### src/bert_map.vh
// register map, field positions and codes of the sequence bit error checker
`ifndef BERT_MAP_VH
`define BERT_MAP_VH
// ----------------------------------------------------------------------------
// register byte offsets
// ----------------------------------------------------------------------------
`define ADR_W            8
`define REG_CTRL         8'h00
`define REG_STATUS       8'h04
`define REG_MAX_BITS     8'h08
`define REG_MAX_ERRORS   8'h0C
`define REG_BIT_COUNT    8'h10
`define REG_ERR_COUNT    8'h14
`define REG_IRQ_STATUS   8'h18
`define REG_IRQ_ENABLE   8'h1C
`define REG_IRQ_CLEAR    8'h20
// ----------------------------------------------------------------------------
// control fields
// ----------------------------------------------------------------------------
`define CTRL_START       0
`define CTRL_STOP        1
`define CTRL_SEL_LO      2
`define CTRL_SEL_HI      4
`define CTRL_INV         5
`define CTRL_XRST        6
`define CTRL_DEN_LO      7
`define CTRL_DEN_HI      8
`define CTRL_IGN_LO      9
`define CTRL_IGN_HI      10
`define DEN_OFF          2'h0
`define DEN_HIGH         2'h1
`define DEN_LOW          2'h2
`define IGN_OFF          2'h0
`define IGN_ONES         2'h1
`define IGN_ZEROS        2'h2
// ----------------------------------------------------------------------------
// stop causes, interrupt bits, sequence selections
// ----------------------------------------------------------------------------
`define CAUSE_NONE       2'h0
`define CAUSE_USER       2'h1
`define CAUSE_BITS       2'h2
`define CAUSE_ERRORS     2'h3
`define IRQ_W            3
`define IRQ_DONE         0
`define IRQ_SYNC         1
`define IRQ_PART         2
`define PRBS_9           3'h0
`define PRBS_11          3'h1
`define PRBS_15          3'h2
`define PRBS_16          3'h3
`define PRBS_20          3'h4
`define PRBS_21          3'h5
`define PRBS_23          3'h6
`define LFSR_W           23
`define IGN_RUN          6'h20
`define MAX_BITS_RST     32'h00989680
`define MAX_ERRORS_RST   32'h000186A0
`endif

### src/prbs_gen.v
// reference sequence generator, loadable from received bits
`timescale 1ns/100ps
`include "bert_map.vh"
module prbs_gen (
  // clock and reset
  input  wire       clk_i,
  input  wire       rst_i,
  input  wire       ce_i,
  // stepping
  input  wire       step_i,
  input  wire       load_i,
  input  wire       load_bit_i,
  input  wire [2:0] sel_i,
  // reference
  output reg        ref_bit_o,
  output reg        invert_o,
  output reg  [4:0] order_o
);
  reg [`LFSR_W-1:0] state;

  always @*
  begin
    invert_o = 1'b0;
    case (sel_i)
      `PRBS_11: begin ref_bit_o = state[10] ^ state[8];  order_o = 5'h0B; end
      `PRBS_15: begin ref_bit_o = state[14] ^ state[13]; order_o = 5'h0F; invert_o = 1'b1; end
      `PRBS_16: begin ref_bit_o = state[15] ^ state[13] ^ state[12] ^ state[10];
                      order_o = 5'h10; end
      `PRBS_20: begin ref_bit_o = state[19] ^ state[2];  order_o = 5'h14; end
      `PRBS_21: begin ref_bit_o = state[20] ^ state[18]; order_o = 5'h15; end
      `PRBS_23: begin ref_bit_o = state[22] ^ state[17]; order_o = 5'h17; invert_o = 1'b1; end
      default:  begin ref_bit_o = state[8] ^ state[4];   order_o = 5'h09; end
    endcase
  end

  // loading shifts received bits in so the register picks up the phase
  always @(posedge clk_i)
  begin
    if (rst_i)
      state <= {`LFSR_W{1'b1}};
    else if (ce_i && step_i)
      state <= {state[`LFSR_W-2:0], load_i ? load_bit_i : ref_bit_o};
  end
endmodule // prbs_gen

### config.mk
export PLATFORM = sky130hd
export DESIGN_NAME = prbs_gen
export DESIGN_NICKNAME = d
export VERILOG_FILES = /design/src/prbs_gen.v
export VERILOG_INCLUDE_DIRS = /design/src
export SDC_FILE = /design/constraint.sdc
export NUM_CORES = 1
export LEC_CHECK = 0
export ABC_AREA = 1
export BUFFER_PORTS_ARGS = -buffer_cell sky130_fd_sc_hd__buf_2
export CORE_MARGIN = 2
export CORE_UTILIZATION = 40
export CTS_BUF_LIST = sky130_fd_sc_hd__clkbuf_8
export DETAILED_ROUTE_END_ITERATION = 10
export GPL_TIMING_DRIVEN = 0
export HOLD_SLACK_MARGIN = 0.05
export MAX_ROUTING_LAYER = met4
export PLACE_DENSITY = 0.62
export SYNTH_ARGS = -nofsm -noshare
export SYNTH_HDL_FRONTEND = slang
export SYNTH_SLANG_ARGS = --single-unit
export TNS_END_PERCENT = 30
### constraint.sdc
create_clock -name clk_i -period 1.3 [get_ports clk_i]
set_input_delay 0.26 -clock clk_i [delete_from_list [all_inputs] [get_ports clk_i]]
set_output_delay 0.26 -clock clk_i [all_outputs]
set_load 0.1 [all_outputs]
==> metrics, run 1 <==
CTS hold repair buffers=0; CP most frequent cell=nand3_2; total global routing overflow=0; fraction of registers with async set/reset=0%; CTS tree=built; biggest registers after layout=state x23; area grow syn2layout=37.2%; Seq/Total Area, Yosys=between 40% and 50%; Total Routed Length=approximately 2300 um; Worst R2R End=state[0]; Final Non-Filler Cells=between 200 and 250; FF-to-FF setup slack=-0.02 ns; Placed Cells=slightly below 200; drt via density=a little under 5; Slew Viols, Final=0; Total GRT Usage=between 10% and 20%; critical path endpoint category=output pin; critical path startpoint category=flip-flop; die area=a little over 3000 sq um; Final period util=135%; IO Pins=16; Synth Instances=about 150; CP cell instances=or2_0 -> nand3_2 -> nand3_2 -> nand2_1 -> nand2_2 -> clkinvlp_4 -> buf_12; Die Span X=approximately 56 um; failing checks=setup timing; Setup WS post-layout=-0.461 ns; Placer Congestion=0.809; worst setup path class=flip-flop to output pin; TritonCTS Sinks=23; Max-Cap Viols=0; Syn Area/Cell=7.01 sq um; Fmax=between 500 and 600 MHz; Netlist cell types=18; CORE AREA=between 2000 and 2500 sq um; Final Hold Vio Count=0; reg2reg path depth=9; top-count cell post-synth=nand2_1; antenna cells=0; crit path DAT=approximately 1.5 ns; Finish-stage setup viols=4; Yosys warning count=0; Leakage=~0.7 nW; Die Y-Extent=55.6 um; CP peak stage delay=approximately 0.44 ns; number of cell rows=18; worst setup path endpoint=ref_bit_o; CTS Buf Count=3; post-route ant nets=0; final net count=between 150 and 200; Area contributors post-synth=dfxtp_1 43%, nand2_1 18%, nand3_1 13%; Worst Skew=approximately 0.0038 ns; input/output buffers=15; Synth top area share=43.2%; Worst Hold Class=input port to flip-flop; Remaining DRCs=0; FF-to-FF Start=state[8]; Reg clk slew, reported paths=~0.080 ns; total negative setup slack=-0.511 ns; clock root cell=clkbuf_8; crit path max-delay cell type=dfxtp_1; vias in the first global route=864; RSZ-0062 raised after global routing=true; Routed WL per cell=11.3 um; number of vias in the routed layout=998; Post-Syn Nets=161; initial antenna violation count=0; Critical Path Start=state[8]; Final Critical Period=approximately 1.8 ns; Initial DRC Count=30; mapped cell area=roughly 1100 sq um; number of flip-flops in the largest register=23; Synth top cells by count=52 x nand2_1, 28 x nand3_1, 23 x dfxtp_1; Clk Latency, worst-skew pair=around 0.26 ns; Worst-Margin Slew=~0.44 ns; H-Tree Depth=1; Critical Path Fanout Max=5; maximum vdd drop=approximately 0.00084 V; Critical Path RT=1.04 ns; status=complete, but fails checks; ys flop type=dfxtp_1; DP Wirelength=~1600 um; Top reg by flops=state; share of layout cells above drive strength 1=between 30 and 40%; initial core utilization=a little over two fifths; count of state elements after synthesis=23; DR pass1 iterations=4; first-pass GRT wire length=~3700 um; Pwr Density=1160 nW/um^2; Rel. slew slack=71.0%; post-synth top area cell=dfxtp_1; largest net degree at the start of global routing=14; Post-synth EDFFs=0; Clock Tree Buf Depth=2
-- cells in the final DEF (no fill, tap or decap), types with 2 or more instances in the layout --
master / instances
nand2_1: 47
nand3_1: 19
dfxtp_1: 19
nand3_2: 9
o211ai_1: 7
buf_2: 7
inv_1: 6
clkbuf_1: 6
buf_4: 6
nand2_2: 4
xor2_1: 4
inv_4: 3
nand2_4: 3
inv_2: 3
nor2_1: 3
clkbuf_8: 3
buf_6: 3
inv_8: 2
clkinvlp_4: 2
buf_12: 2
dfxtp_4: 2
dfxtp_2: 2
-- area by class of cell --
cell class | count | area, sq um
fill | 232 | 1040
multi-input combinational | 107 | 627
sequential | 23 | 470
timing repair buffer | 19 | 169
inverter | 16 | 90.1
clock buffer | 3 | 41.3
tap | 30 | 37.5
buffer | 6 | 22.5
clock inverter | 1 | 5.00
-- routing by layer --
layer / vias up / track usage (%) / part of all wire, %
met4: 0 / 4.88 / 1.3
met1: 445 / 19.1 / 49
met5: - / - / 0
met2: 16 / 23.8 / 47
li1: 532 / - / -
met3: 5 / 3.72 / 3.0
-- worst min-delay path by stage --
stage                     slack, ns  startpoint  depth (start not counted)  endpoint
final                          0.19       rst_i                          3  state[0]
after global routing           0.21       rst_i                          3  state[0]
after CTS                      0.19       rst_i                          3  state[0]
after detailed placement       0.45    state[7]                          2  state[8]
after global placement         0.44    state[6]                          2  state[7]
after floorplan                0.36       rst_i                          2  state[0]
-- power by group --
group          total (mW)  internal [mW]  switching [mW]
Sequential          0.789          0.750          0.0390
Clock               0.434          0.214           0.220
Combinational       0.480          0.164           0.315
Total                1.70           1.13           0.575
-- kinds of logic (layout without fill, tap and decap cells) --
kind of cell	after synthesis	after routing	synth area share, %
AO/OA/AOI/OAI	11	11	6.81
XOR/XNOR	5	5	4.11
buffers and inverters	22	45	7.75
flip-flops	23	23	43.2
AND/OR/NAND/NOR	91	91	38.1
-- critical path, delay by kind of cell (launching register included) --
family,cells,cell delay [ns]
buf+inv,2,0.27
simple gates,5,0.53
flops,1,0.44
-- stage by stage --
stage | util, % | area (sq um) | power [mW] | setup slack (ns) | hold WS, ns
finish | 58.5 | 1460 | 1.70 | -0.461 | 0.193
global route | 58.5 | 1460 | 1.79 | -0.543 | 0.213
CTS | 56.4 | 1410 | 1.69 | -0.429 | 0.190
detailed placement | 49.2 | 1230 | 1.19 | -0.579 | 0.445
global placement | 49.2 | 1230 | 1.19 | -0.566 | 0.438
floorplan | - | 1120 | 1.12 | -0.233 | 0.355
-- what timing repair did --
item / CTS / global route
pin swaps: 9 / 2
cloned: 0 / 0
setup endpoints to repair: 7 / 5
setup buffers: 4 / 0
resized for setup: 29 / 15
Note: power is estimated with default switching activity, not from simulation.
==> run 2: changes to the inputs <==
==> constraint.sdc (replaced) <==
create_clock -name clk_i -period 2.24 [get_ports clk_i]
set_input_delay 0.448 -clock clk_i [delete_from_list [all_inputs] [get_ports clk_i]]
set_output_delay 0.448 -clock clk_i [all_outputs]
set_load 0.1 [all_outputs]
==> metrics, run 2 (synthesis results as in run 1) <==
critical path endpoint category=output pin; share of layout cells above drive strength 1=17.0% (-17 points); Post-DP Area=1180 sq um (-3.8%); Met1 Wirelength=997 um (-12%); Worst-Margin Slew=0.487 ns (+0.0518 ns); crit path DAT=1.60 ns (+0.10 ns); input/output buffers=15 (unchanged); H-Tree Depth=1 (unchanged); met2 wire len=977 um (-11%); Top reg by flops=state; Total Routed Length=2090 um (-10%); CP peak stage delay=0.28 ns (-0.16 ns); pre-CTS setup slack=0.0512 ns (+0.630 ns); Final period util=91.3%; Finish-stage setup viols=0 (-4); most frequent cells in the layout=51 x nand2_1, 28 x nand3_1, 23 x dfxtp_1, 14 x buf_2, 12 x inv_1; Routed WL per cell=10.4 um (-8.3%); post-CTS setup buffer count=0 (-4); Hold Crit Depth=3 (unchanged); commonest non-fill, non-tap cell in the layout=nand2_1; Placer Congestion=0.937 (+16%); DP Wirelength=1620 um (about the same); number of vias in the routed layout=1000 (+0.20%); Setup WS post-layout=0.195 ns (+0.656 ns); final net count=181 (-2.2%); CTS tree=built; area grow syn2layout=15.6%; Gate power share=23.6% (-4.6 points); final core occ=49.3% (-9.2 points); FF-to-FF setup slack=0.95 ns (+0.97 ns); routed wl met3=64 um (-7.2%); FF-to-FF Start=state[13]; layout filler cell count=267 (+15%); Worst Hold Class=input port to flip-flop; Switching Power=0.301 mW (-48%); final design area excluding fillers=1230 sq um (-16%); Reg power frac=49.7% (+3.4 points); CTS hold repair buffers=0 (unchanged); number of flip-flops in the largest register=23 (unchanged); die area=3090 sq um (unchanged); maximum vdd drop=0.000453 V (-46%); Total GRT Usage=15.4% (+0.25 points); vias in the first global route=866 (+0.23%); clock root cell=clkbuf_8; status=completed; Initial DRC Count=32 (+6.7%); number of cell rows=18 (unchanged); multi-input logic area=526 sq um (-16%); crit path max-delay cell type=buf_4; Cell Int Power=0.614 mW (-46%); initial antenna violation count=0 (unchanged); Worst Skew=0.00105 ns (-0.00277 ns); Die Y-Extent=55.6 um (unchanged); Max-Cap Viols=0 (unchanged); register area=460 sq um (-2.1%); critical path startpoint category=input port; worst setup path class=input port to output pin; largest net degree at the start of global routing=13 (-1); Fmax=around 490 MHz; Die Span X=55.6 um (unchanged); IO Pins=16 (unchanged); total global routing overflow=0 (unchanged); switching portion of total power=32.9% (-0.83 points); Final Critical Period=2.04 ns; CORE AREA=2500 sq um (unchanged); Final Hold Vio Count=0 (unchanged); total negative setup slack=0 ns (+0.511 ns); hold_sp=rst_i; reg2reg path depth=11 (+2); Pwr Density=743 nW/um^2 (-36%); Reg clk slew, reported paths=0.08 ns (about the same); first-pass GRT wire length=3660 um (+0.16%); Clock Tree Buf Depth=2 (unchanged); RSZ-0062 raised after global routing=false; Remaining DRCs=0 (unchanged); CTS Buf Count=3 (unchanged); Critical Path Fanout Max=5 (unchanged); drt via density=4.98 (+2.2%); antenna cells=0 (unchanged); clock power share=26.8% (+1.3 points); Critical Path RT=1.79 ns (+0.75 ns); DR pass1 iterations=4 (unchanged); Worst Hold End=state[0]; biggest registers after layout=state x23; CP cell instances=buf_2 -> inv_2 -> nand2_4 -> nor2_4 -> or2_0 -> nand3_1 -> nand3_1 -> nand2_1 -> nand2_1 -> inv_1 -> buf_4; Worst R2R End=state[0]; Clk Latency, worst-skew pair=0.26 ns (about the same); Slew Viols, Final=0 (unchanged); Rel. slew slack=67.7% (-3.2 points); TritonCTS Sinks=23 (unchanged); highest metal used=met4; initial core utilization=42.6% (unchanged); post-route ant nets=0 (unchanged); Leakage=0.646 nW (-8.8%)
## run 2: power groups by stage
stage	combinational (mW)	clock (mW)	sequential [mW]
6_report	0.216	0.245	0.454
5_1_grt	0.238	0.267	0.458
4_1_cts	0.216	0.251	0.454
3_5_place_dp	0.215	0	0.464
3_3_place_gp	0.212	0	0.463
2_1_floorplan	0.175	0	0.459
## run 2: how the worst max path moves through the flow
stage / startpoint / to / depth (start not counted)
after detailed placement: sel_i[2] / ref_bit_o / 11
after global placement: sel_i[2] / ref_bit_o / 11
after CTS: sel_i[2] / ref_bit_o / 11
final: sel_i[2] / ref_bit_o / 11
after global routing: state[13] / ref_bit_o / 10
after floorplan: sel_i[2] / order_o[1] / 3
## run 2: metrics by stage
step	hold slack [ns]	total power, mW	instances
6_report	0.388	0.915	201
2_1_floorplan	0.429	0.635	152
3_5_place_dp	0.445	0.679	197
5_1_grt	0.410	0.964	201
3_3_place_gp	0.438	0.675	197
4_1_cts	0.389	0.921	201
## run 2: area by class of cell
| cell class | count | area share (%) |
|---|---|---|
| Buffer | 6 | 1.83 |
| Clock inverter | 1 | 0.305 |
| Timing Repair Buffer | 15 | 6.29 |
| Inverter | 16 | 5.18 |
| Sequential cell | 23 | 37.4 |
| Multi-Input combinational cell | 107 | 42.6 |
| Tap cell | 30 | 3.05 |
| Clock buffer | 3 | 3.35 |
## run 2: worst max-delay path: cells and delay by family
family,cells,cell delay [ns]
and+or+nand+nor,7,0.63
buffers and inverters,4,0.53
## run 2: timing repair
item                                   CTS  global route
setup endpoints to repair                0             1
resized for setup                        0             2
endpoints found under the hold margin    0             0
## run 2: layer usage
| layer | global-route usage (%) | up-vias |
|---|---|---|
| li1 | - | 523 |
| met1 | 18.9 | 457 |
| met2 | 24.3 | 16 |
| met3 | 2.09 | 4 |
| met4 | 8.36 | 0 |
| met5 | - | - |
